## src/slohc_pkg.sv

```systemverilog
// package: states and constants for the second-level over-current hiccup block
package slohc_pkg;
  typedef enum logic [2:0] {
    SLOHC_IDLE,
    SLOHC_WARN,
    SLOHC_LATCHED,
    SLOHC_DISCHARGE,
    SLOHC_RECHARGE
  } slohc_state_t;
  localparam int unsigned SLOHC_SYNC_STAGES = 2;
  localparam int unsigned SLOHC_TRIPS_FOR_FAULT = 2;
  localparam logic        SLOHC_RST_SWITCH_EN = 1'b0;
  localparam logic        SLOHC_RST_STARTUP_EN = 1'b1;
  localparam logic [1:0]  SLOHC_RST_SYNC = 2'h0;
endpackage

```

## src/slohc_sync_if.sv

```systemverilog
// interface: synchronised comparator levels passed to the main block
`timescale 1ns/1ps
interface slohc_sync_if;
  logic trip;
  logic cycle_end;
  logic undervolt;
  logic below_restart;
  logic above_turn_on;
  modport src (output trip, output cycle_end, output undervolt, output below_restart, output above_turn_on);
  modport dst (input trip, input cycle_end, input undervolt, input below_restart, input above_turn_on);
endinterface

```

## src/slohc_sync.sv

```systemverilog
// two-flop synchronisers for the analog comparator inputs
`timescale 1ns/1ps
module slohc_sync
  import slohc_pkg::*;
(
  input  wire logic  clk_in,
  input  wire logic  rst_in,
  input  wire logic  oc2_trip_in,
  input  wire logic  on_time_end_in,
  input  wire logic  undervolt_in,
  input  wire logic  below_restart_in,
  input  wire logic  above_turn_on_in,
  slohc_sync_if.src  sync_if
);
  logic [4:0] stage1_ff;
  logic [4:0] stage2_ff;
  always_ff @(posedge clk_in or posedge rst_in)
  begin
    if (rst_in)
    begin
      stage1_ff <= 5'h00;
      stage2_ff <= 5'h00;
    end
    else
    begin
      stage1_ff <= {above_turn_on_in, below_restart_in, undervolt_in, on_time_end_in, oc2_trip_in};
      stage2_ff <= stage1_ff;
    end
  end
  assign sync_if.trip          = stage2_ff[0];
  assign sync_if.cycle_end     = stage2_ff[1];
  assign sync_if.undervolt     = stage2_ff[2];
  assign sync_if.below_restart = stage2_ff[3];
  assign sync_if.above_turn_on = stage2_ff[4];
endmodule

```

## src/slohc_top.sv

```systemverilog
// second-level over-current protection with latched shutdown and hiccup restart
`timescale 1ns/1ps
module slohc_top
  import slohc_pkg::*;
(
  input  wire logic  clk_in,
  input  wire logic  rst_in,
  input  wire logic  oc2_trip_in,
  input  wire logic  on_time_end_in,
  input  wire logic  undervolt_in,
  input  wire logic  below_restart_in,
  input  wire logic  above_turn_on_in,
  output logic       switch_en_out,
  output logic       startup_src_en_out,
  output logic       warning_out,
  output logic       fault_latched_out,
  output logic       trip_flag_out
);
  import slohc_pkg::*;

  slohc_sync_if sync_if ();
  slohc_state_t state_ff;
  slohc_state_t nxt_state;
  logic         cycle_end_d_ff;
  logic         sample;
  logic         switch_en_ff;
  logic         startup_src_en_ff;
  logic         warning_ff;
  logic         fault_latched_ff;
  logic         trip_flag_ff;
  logic [1:0]   trip_run_ff;
  logic [1:0]   nxt_trip_run;

  localparam logic [1:0] TRIP_LIMIT = 2'(SLOHC_TRIPS_FOR_FAULT);

  // states in which the power switch may run
  function automatic logic switching_allowed(input slohc_state_t st);
    return (st == SLOHC_IDLE) || (st == SLOHC_WARN);
  endfunction

  // states in which the start-up source charges the supply
  function automatic logic charging(input slohc_state_t st);
    return st == SLOHC_RECHARGE;
  endfunction

  // shutdown held until the supply collapses
  function automatic logic latched(input slohc_state_t st);
    return st == SLOHC_LATCHED;
  endfunction

  // disturbance filter pending
  function automatic logic warned(input slohc_state_t st);
    return st == SLOHC_WARN;
  endfunction

  slohc_sync u_sync (
    .clk_in           (clk_in),
    .rst_in           (rst_in),
    .oc2_trip_in      (oc2_trip_in),
    .on_time_end_in   (on_time_end_in),
    .undervolt_in     (undervolt_in),
    .below_restart_in (below_restart_in),
    .above_turn_on_in (above_turn_on_in),
    .sync_if          (sync_if)
  );

  // one sample per switching cycle at end of on-time
  always_ff @(posedge clk_in or posedge rst_in)
  begin
    if (rst_in)
      cycle_end_d_ff <= 1'b0;
    else
      cycle_end_d_ff <= sync_if.cycle_end;
  end
  assign sample = sync_if.cycle_end & ~cycle_end_d_ff;

  // run of consecutive sampled trips while switching
  always_comb
  begin
    nxt_trip_run = trip_run_ff;
    if (!switching_allowed(state_ff))
      nxt_trip_run = 2'h0;
    else if (sample)
    begin
      if (!sync_if.trip)
        nxt_trip_run = 2'h0;
      else if (trip_run_ff == TRIP_LIMIT)
        nxt_trip_run = TRIP_LIMIT;
      else
        nxt_trip_run = trip_run_ff + 2'h1;
    end
  end

  always_ff @(posedge clk_in or posedge rst_in)
  begin
    if (rst_in)
      trip_run_ff <= 2'h0;
    else
      trip_run_ff <= nxt_trip_run;
  end

  always_comb
  begin
    nxt_state = state_ff;
    case (state_ff)
      SLOHC_IDLE:
      begin
        if (sample && sync_if.trip)
          nxt_state = SLOHC_WARN;
      end
      SLOHC_WARN:
      begin
        if (sample)
        begin
          if (!sync_if.trip)
            nxt_state = SLOHC_IDLE;
          else if (nxt_trip_run == TRIP_LIMIT)
            nxt_state = SLOHC_LATCHED;
        end
      end
      SLOHC_LATCHED:
      begin
        if (sync_if.undervolt)
          nxt_state = SLOHC_DISCHARGE;
        else
          nxt_state = SLOHC_LATCHED;
      end
      SLOHC_DISCHARGE:
      begin
        if (sync_if.below_restart)
          nxt_state = SLOHC_RECHARGE;
      end
      SLOHC_RECHARGE:
      begin
        if (sync_if.above_turn_on)
          nxt_state = SLOHC_IDLE;
      end
      default:
        nxt_state = SLOHC_IDLE;
    endcase
  end

  always_ff @(posedge clk_in or posedge rst_in)
  begin
    if (rst_in)
      state_ff <= SLOHC_RECHARGE;
    else
      state_ff <= nxt_state;
  end

  // power switch enable registered from next state
  always_ff @(posedge clk_in or posedge rst_in)
  begin
    if (rst_in)
      switch_en_ff <= SLOHC_RST_SWITCH_EN;
    else
      switch_en_ff <= switching_allowed(nxt_state);
  end

  // start-up source enable registered from next state
  always_ff @(posedge clk_in or posedge rst_in)
  begin
    if (rst_in)
      startup_src_en_ff <= SLOHC_RST_STARTUP_EN;
    else
      startup_src_en_ff <= charging(nxt_state);
  end

  // warning indication registered from next state
  always_ff @(posedge clk_in or posedge rst_in)
  begin
    if (rst_in)
      warning_ff <= 1'b0;
    else
      warning_ff <= warned(nxt_state);
  end

  // fault latch indication registered from next state
  always_ff @(posedge clk_in or posedge rst_in)
  begin
    if (rst_in)
      fault_latched_ff <= 1'b0;
    else
      fault_latched_ff <= latched(nxt_state);
  end

  always_ff @(posedge clk_in or posedge rst_in)
  begin
    if (rst_in)
      trip_flag_ff <= 1'b0;
    else
      trip_flag_ff <= sample & sync_if.trip;
  end

  assign switch_en_out      = switch_en_ff;
  assign startup_src_en_out = startup_src_en_ff;
  assign warning_out        = warning_ff;
  assign fault_latched_out  = fault_latched_ff;
  assign trip_flag_out      = trip_flag_ff;
endmodule

```

## config.mk

```make
export PLATFORM = sky130hd
export DESIGN_NAME = slohc_top
export DESIGN_NICKNAME = d
export VERILOG_FILES = /design/src/slohc_pkg.sv /design/src/slohc_sync_if.sv /design/src/slohc_sync.sv /design/src/slohc_top.sv
export SDC_FILE = /design/constraint.sdc
export NUM_CORES = 1
export LEC_CHECK = 0
export CORE_MARGIN = 3
export CORE_UTILIZATION = 40
export CTS_CLUSTER_DIAMETER = 50
export DETAILED_ROUTE_END_ITERATION = 16
export DONT_BUFFER_PORTS = 1
export SLEW_MARGIN = 15
export SYNTH_ARGS = -nofsm -noshare
export SYNTH_HDL_FRONTEND = slang
export SYNTH_SLANG_ARGS = --single-unit
export TNS_END_PERCENT = 1
```

## constraint.sdc

```tcl
create_clock -name clk_in -period 1.3 [get_ports clk_in]
set_input_delay 0.26 -clock clk_in [delete_from_list [all_inputs] [get_ports clk_in]]
set_output_delay 0.26 -clock clk_in [all_outputs]
set_load 0.01 [all_outputs]
```

* Word level (Yosys, flattened, before mapping)
Index checks and enable logic that the tools add are counted.
** Storage, ports and cells
- Register bits :: 21
- Output and inout bits :: 5
- Logic and storage cells :: 40
** Cells by class
- Add/subtract/negate cells :: 1
- Equal/unequal tests :: 9
- Muxes and demuxes :: 12
- Bitwise operators :: 3
- Reductions and logical operators :: 5
** Operator list (count)
- 3-bit 2-to-1 mux :: 6
- 3-bit case mux with 5 select lines :: 1
- 3-bit by 2-bit equality test with 1-bit output (second input constant) :: 3
- 2-bit 2-to-1 mux :: 4
- 3-bit by 1-bit equality test with 1-bit output (second input constant) :: 2
- 3-bit equality test (second input constant) :: 2
- 3-bit logical NOT :: 2
- 2-bit equality test (second input constant) :: 2
- 2-bit by 1-bit adder with 2-bit output (second input constant) :: 1
- 1-bit AND :: 2
- 1-bit logical OR :: 2
- 1-bit logical AND :: 1
- 1-bit 2-to-1 mux :: 1
- 1-bit inverter :: 1

* Depth between registers and ports, before layout
Gate-level depths: netlist (run 1).
- Depth in word-level cells :: 12
- Mapped depth :: 5
- Depth with buffers taken out :: 5

* Modules after synthesis
From an unflattened synthesis (run 1), not the netlist that was laid out.
** Second synthesis, totals
- Cells, all modules :: 57
- Area total of the unflattened synthesis :: 748.2 um2
** By module, submodules not included
- slohc_top :: times used 1, cells an instance 46, area each 494.2 um2
- slohc_sync :: times used 1, cells an instance 11, area each 254.0 um2

* Worst setup path before layout (run 1)
No wires, ideal clock.
- Kind :: flip-flop to flip-flop
- Start point :: reg trip_run_ff[0]
- End point :: reg fault_latched_ff (netlist: fault_latched_out)
- Library setup time :: 0.092 ns
- Arrival time :: 1.344 ns
- Slack :: -0.136 ns
- Stages on the path, launching flop included :: 6
- Clock period less this slack :: 1.436 ns
- Cells stage by stage :: dfrtp_1 -> inv_1 -> ha_1 -> nand2_1 -> or4b_4 -> o31ai_2
** Between the ends
- Cells in the longest elaborated chain, start to end :: 11
- Elaborated cells on any way between the ends :: 12
- Classes of those cells :: add/sub: 1; eq/ne: 3; mux: 8
** RTL lines
- start: declaration :: RTL line slohc_top.sv:31 : logic [1:0] trip_run_ff;
- start signal: assignment :: RTL line slohc_top.sv:99 : trip_run_ff <= nxt_trip_run;
- 2-bit by 1-bit adder with 2-bit output or 2-bit equality test (tied branches) :: RTL line slohc_top.sv:90, slohc_top.sv:87
- 2-bit 2-to-1 mux :: RTL line slohc_top.sv:87 : else if (trip_run_ff == TRIP_LIMIT)
- 2-bit 2-to-1 mux :: RTL line slohc_top.sv:85 : if (!sync_if.trip)
- 2-bit 2-to-1 mux (*) :: RTL line slohc_top.sv:83 : else if (sample)
- 2-bit 2-to-1 mux (*) :: RTL line slohc_top.sv:81 : if (!switching_allowed(state_ff))
- 2-bit equality test (*) :: RTL line slohc_top.sv:117 : else if (nxt_trip_run == TRIP_LIMIT)
- 3-bit 2-to-1 mux (*) :: RTL line slohc_top.sv:117
- 3-bit 2-to-1 mux (*) :: RTL line slohc_top.sv:115 : if (!sync_if.trip)
- 3-bit 2-to-1 mux (*) :: RTL line slohc_top.sv:113 : if (sample)
- 3-bit case mux with 5 select lines (*) :: RTL line slohc_top.sv:105 : case (state_ff)
- 3-bit by 2-bit equality test with 1-bit output (*) :: RTL line slohc_top.sv:48 : return st == SLOHC_LATCHED;
- end signal: assignment :: RTL line slohc_top.sv:184 : fault_latched_ff <= latched(nxt_state);
- end: declaration :: RTL line slohc_top.sv:29 : logic fault_latched_ff;
Mark *: on every way between the ends. The rest lies on a longest branch, timed or not.

* Worst setup path in the final report (run 1)
Same ends and word-level chain as after synthesis.

==> metrics, run 1 <==
status complete, but fails checks; violated checks setup timing; final hold violation count 0; Core Region roughly 1700 sq um; area occupied by multi-input gates 228 sq um; first-pass GRT wire length 1.92 mm; Die Span Y 49.4 um; Total GRT Usage between 10% and 20%; Worst Path Max Fanout 3; Peak supply drop around 1300 uV; PortBufs 0; leakage around 0.00041 uW; CTS tree done; Mapped Cells 56; # Max-Cap Violations 0; hold depth 0; worst reg2reg setup slack -0.22 ns; most common cell after layout, fill and taps aside dfrtp_1; Slew Viols, Final 0; DR pass1 iterations 4; period utilization 117%; post-route ant nets 0; ys flop type dfrtp_1; Worst R2R Path Depth 5; Seq/Total Area, Yosys 70.1%; flip-flop and latch area 528 sq um; drt first-iter violations 13; dpl ws -0.236 ns; IO Pins 12; total power 1640 uW; setup bufs post-CTS 0; TritonCTS Buffers 3; WL final roughly 1.1 mm; DR DRC count 0; RSZ-0062 raised after global routing true; Clock Root Buffer clkbuf_4; clk slew on worst S/H paths 0.11 ns; Worst Path Required 1.51 ns; Critical R2R Capture fault_latched_out; CTS sink count 21; share of cells above drive strength 1 32.9%; post-DP HPWL 730 um; Worst-Margin Slew ~0.28 ns; worst skew pair latency approximately 0.29 ns; Post-Route Setup TNS -0.607 ns; ys async rst share 100%; n_diodes 0; Mean Syn Cell Area approximately 13 sq um; Die Wd ~49 um; largest net degree at the start of global routing 22; CP Class register to register; final-report setup violation count 3; power per cell area ~1800 nW/um^2; Worst Hold End u_sync.stage2_ff[3]; GP Congestion roughly 0.80; Layout fillers around 140; Initial Utilization between 40 and 50%; placed inst area around 820 sq um; CP Launch Type register; Synth Register Bits 21; Avg WL per Cell 11.6 um; Post-synth EDFFs 0; WHS around 0.36 ns; Tmin final ~1.5 ns; hold path start u_sync.stage1_ff[3]; worst endpoint data arrival time between 1.5 and 2 ns; worst clock skew around 0.0042 ns; antenna violations before repair 0; mapped cell area roughly 750 sq um; PnR worst setup slack -0.222 ns; Die Area around 2400 sq um; r2r startpoint trip_run_ff[0]; total grt overflow 0; clk buf depth 2; commonest cells after routing, fill and taps aside 19 x dfrtp_1, 6 x dlygate4sd3_1, 5 x buf_4; vias in the first global route around 450; Rows 15; Layout Nets 79; # H-tree levels 1; Warnings, synthesis 0; Area growth, synth to finish 23.9%; Via Count between 400 and 500; Final Cell Area ~930 sq um; Slew HR about four fifths; Fmax about 660 MHz; Via density between 4 and 5; syn_nets 64; Yosys cell types 24; worst min path class register to register; Worst setup EP type register
## area by class of cell
class                      count  area share (%)
inverter                       5            2.01
sequential                    21            56.6
clock buffer                   3            2.41
tap                           25            3.35
timing repair buffer          11            10.5
clock inverter                 1           0.804
multi-input combinational     29            24.4
## through the flow
| step | utilization, % | cells |
|---|---|---|
| after floorplan | - | 56 |
| after global placement | 46.9 | 85 |
| after detailed placement | 46.9 | 85 |
| after CTS | 52.3 | 95 |
| after global routing | 53.5 | 95 |
| final | 53.5 | 95 |
## cell families (layout without fill, tap and decap cells)
group,count (synthesis),count (layout),share of synthesized area [%]
simple gates,18,18,15.3
mux,1,1,1.49
fa+ha+maj,1,1,1.66
flops,21,21,70.1
buf+inv,6,20,2.99
compound gates,9,9,8.47
## timing repair
| action | 4_1_cts | 5_1_grt |
|---|---|---|
| gates resized for setup | 1 | 4 |
| pin swaps | 2 | 0 |
| endpoints found under the setup margin | 4 | 6 |
| endpoints found under the hold margin | 24 | 0 |
| hold buffers | 6 | 0 |
| cloned | 0 | 0 |
## critical path, cell delays in order (launching register included)
cell,delay [ns]
dfrtp_1,0.38
inv_2,0.05
ha_4,0.26
nand2_2,0.05
or4b_4,0.51
o31ai_2,0.19
## state kept, by name (all words and copies together), names as in the netlist, 2 cells and up
signal and count:
u_sync.stage1_ff 5, u_sync.stage2_ff 5, state_ff 3, trip_run_ff 2
## report_power, final
group | switching [uW] | total (uW) | internal [uW]
Clock | 187 | 304 | 117
Combinational | 223 | 466 | 243
Sequential | 95.4 | 870 | 774
## Yosys cell counts (2+ instances only)
cell / number / area [sq um]
dfrtp_1: 19 / 475
inv_1: 5 / 18.8
nand2_1: 5 / 18.8
nor3_1: 3 / 15.0
a21oi_1: 2 / 10.0
dfstp_2: 2 / 52.6
nand3_1: 2 / 10.0
o21ai_0: 2 / 10.0
## per-layer routing
layer | global-route usage, % | up-vias | routed length (um)
li1 | - | 218 | -
met1 | 13.1 | 209 | 537
met2 | 17.0 | 16 | 502
met3 | 4.59 | 0 | 63
met4 | 1.38 | 0 | 0
met5 | 0 | - | 0
## how the worst max path moves through the flow
stage,startpoint,endpoint,slack [ns],cells after the start
finish,trip_run_ff[0],fault_latched_out,-0.22,5
global route,trip_run_ff[0],fault_latched_out,-0.29,5
CTS,trip_run_ff[0],fault_latched_out,-0.26,5
detailed placement,trip_run_ff[0],fault_latched_out,-0.24,5
global placement,trip_run_ff[0],fault_latched_out,-0.17,5
floorplan,trip_run_ff[0],fault_latched_out,-0.14,5
(Power assumes the default switching activity.)
==> run 2: changes to the inputs <==
- CTS_BUF_LIST: unset -> sky130_fd_sc_hd__clkbuf_8
==> run 2 against run 1 <==
Global-route usage is 0.26 points lower. Critical path type unchanged. Worst hold slack worse by 0.33 ns. Count of clock-buffer cells in the layout stayed put. Clock skew is 0.0016 ns lower. The run still ends with setup timing left. Via count is 4.1% lower. Setup slack better by 0.017 ns. Utilization is 2.1 points lower. Combinational power is 5.4% lower. Highest routed layer is now met4. Sequential power hardly changed. Non-clock buffer count is 5 lower. Sequential cell count stayed put.
==> metrics, run 2 (synthesis results as in run 1) <==
post-DP HPWL between 700 and 800 um; final hold violation count 0; Slew HR slightly above 80%; Final Util 51.4%; Worst Hold End u_sync.stage1_ff[1]; PortBufs 0; antenna violations before repair 0; drt first-iter violations 4; post-route ant nets 0; Die Wd a little under 50 um; Fmax approximately 660 MHz; PnR worst setup slack -0.205 ns; CP Class register to register; most common cell after layout, fill and taps aside dfrtp_1; vias in the first global route between 400 and 500; Core Region around 1700 sq um; Via Count roughly 430; biggest regs u_sync.stage1_ff: 5 flops, u_sync.stage2_ff: 5 flops, state_ff: 3 flops; setup bufs post-CTS 0; Worst R2R Path Depth 5; total grt overflow 0; Area growth, synth to finish 19.1%; Layout Nets 74; final-report setup violation count 3; area occupied by multi-input gates 223 sq um; commonest cells after routing, fill and taps aside 19 x dfrtp_1, 5 x buf_4, 4 x inv_1, 4 x nand2_1; Total GRT Usage roughly a tenth; Post-Route Setup TNS -0.564 ns; RSZ-0062 raised after global routing true; flip-flop and latch area approximately 530 sq um; # H-tree levels 1; Worst setup EP type register; leakage 0.000394 uW; r2r startpoint trip_run_ff[0]; Initial Utilization 43.2%; period utilization 116%; Peak supply drop around 1400 uV; first-pass GRT wire length approximately 1.8 mm; largest net degree at the start of global routing 22; n_diodes 0; Worst Path Max Fanout 3; share of cells above drive strength 1 around a third; worst min path class primary input to register; IO Pins 12; Slew Viols, Final 0; GP Congestion 0.802; CTS tree done; Die Span Y approximately 49 um; worst reg2reg setup slack -0.21 ns; worst skew pair latency ~0.26 ns; power per cell area roughly 1900 nW/um^2; DR DRC count 0; WL final 1.02 mm; Avg WL per Cell 11.4 um; worst clock skew about 0.0025 ns; Worst Path Required 1.47 ns; Worst-Margin Slew between 0.2 and 0.3 ns; hold path start on_time_end_in; clk buf depth 2; Rows 15; dpl ws -0.236 ns; # Max-Cap Violations 0; status complete, but fails checks; CP Launch Type register; violated checks setup timing; fin cells 90; Via density ~4.7; Tmin final roughly 1.5 ns; worst endpoint data arrival time between 1.5 and 2 ns; total power roughly 1700 uW; Clock Root Buffer clkbuf_8; Critical R2R Capture fault_latched_out; CTS sink count 21; TritonCTS Buffers 3; clk slew on worst S/H paths roughly 0.070 ns; Die Area about 2400 sq um; Inst Count DP 85; hold depth 0; DR pass1 iterations 3; Layout fillers approximately 150
## run 2: layout make-up
cell class,instances,share of cell area [%]
well taps,25,3.49
inverters,5,2.09
clock buffers,3,4.60
repair buffers,6,5.30
clock inverters,1,0.837
flip-flops and latches,21,58.9
multi-input cells,29,24.8
## run 2: routing by layer
| metal | share of wire [%] | vias up | track usage (%) |
|---|---|---|---|
| li1 | - | 209 | - |
| met1 | 48 | 200 | 12.5 |
| met2 | 44 | 14 | 15.4 |
| met3 | 6.6 | 2 | 4.59 |
| met4 | 0.68 | 0 | 4.15 |
| met5 | 0 | - | 0 |
## run 2: worst max-delay path by stage
stage	cells after the start	start	slack [ns]	to
2_1_floorplan	5	trip_run_ff[0]	-0.14	fault_latched_out
3_3_place_gp	5	trip_run_ff[0]	-0.17	fault_latched_out
3_5_place_dp	5	trip_run_ff[0]	-0.24	fault_latched_out
4_1_cts	5	trip_run_ff[0]	-0.25	fault_latched_out
5_1_grt	5	trip_run_ff[0]	-0.27	fault_latched_out
6_report	5	trip_run_ff[0]	-0.21	fault_latched_out
## run 2: repair_timing
action,CTS,global route
endpoints found under the hold margin,19,0
hold buffers,1,0
endpoints found under the setup margin,4,6
pin swaps,2,0
resized for setup,1,3
gates cloned,0,0
## run 2: stage by stage
step	area (sq um)	hold slack, ns
after floorplan	753	0.235
after global placement	818	0.192
after detailed placement	818	0.193
after CTS	882	0.0129
after global routing	897	0.00449
final	897	0.0262
## run 2: power breakdown
| part | switching [uW] | internal, uW | total (uW) | leakage (uW) |
|---|---|---|---|---|
| combinational | 210 | 231 | 441 | 0.000122 |
| sequential | 94.5 | 775 | 870 | 0.000250 |
| clock | 200 | 216 | 416 | 0.0000217 |
## run 2: critical path, cell delays in order (launching register included)
cell     delay [ns]
dfrtp_1        0.37
inv_2          0.05
ha_4           0.26
nand2_2        0.05
or4b_4         0.50
o31ai_2        0.19
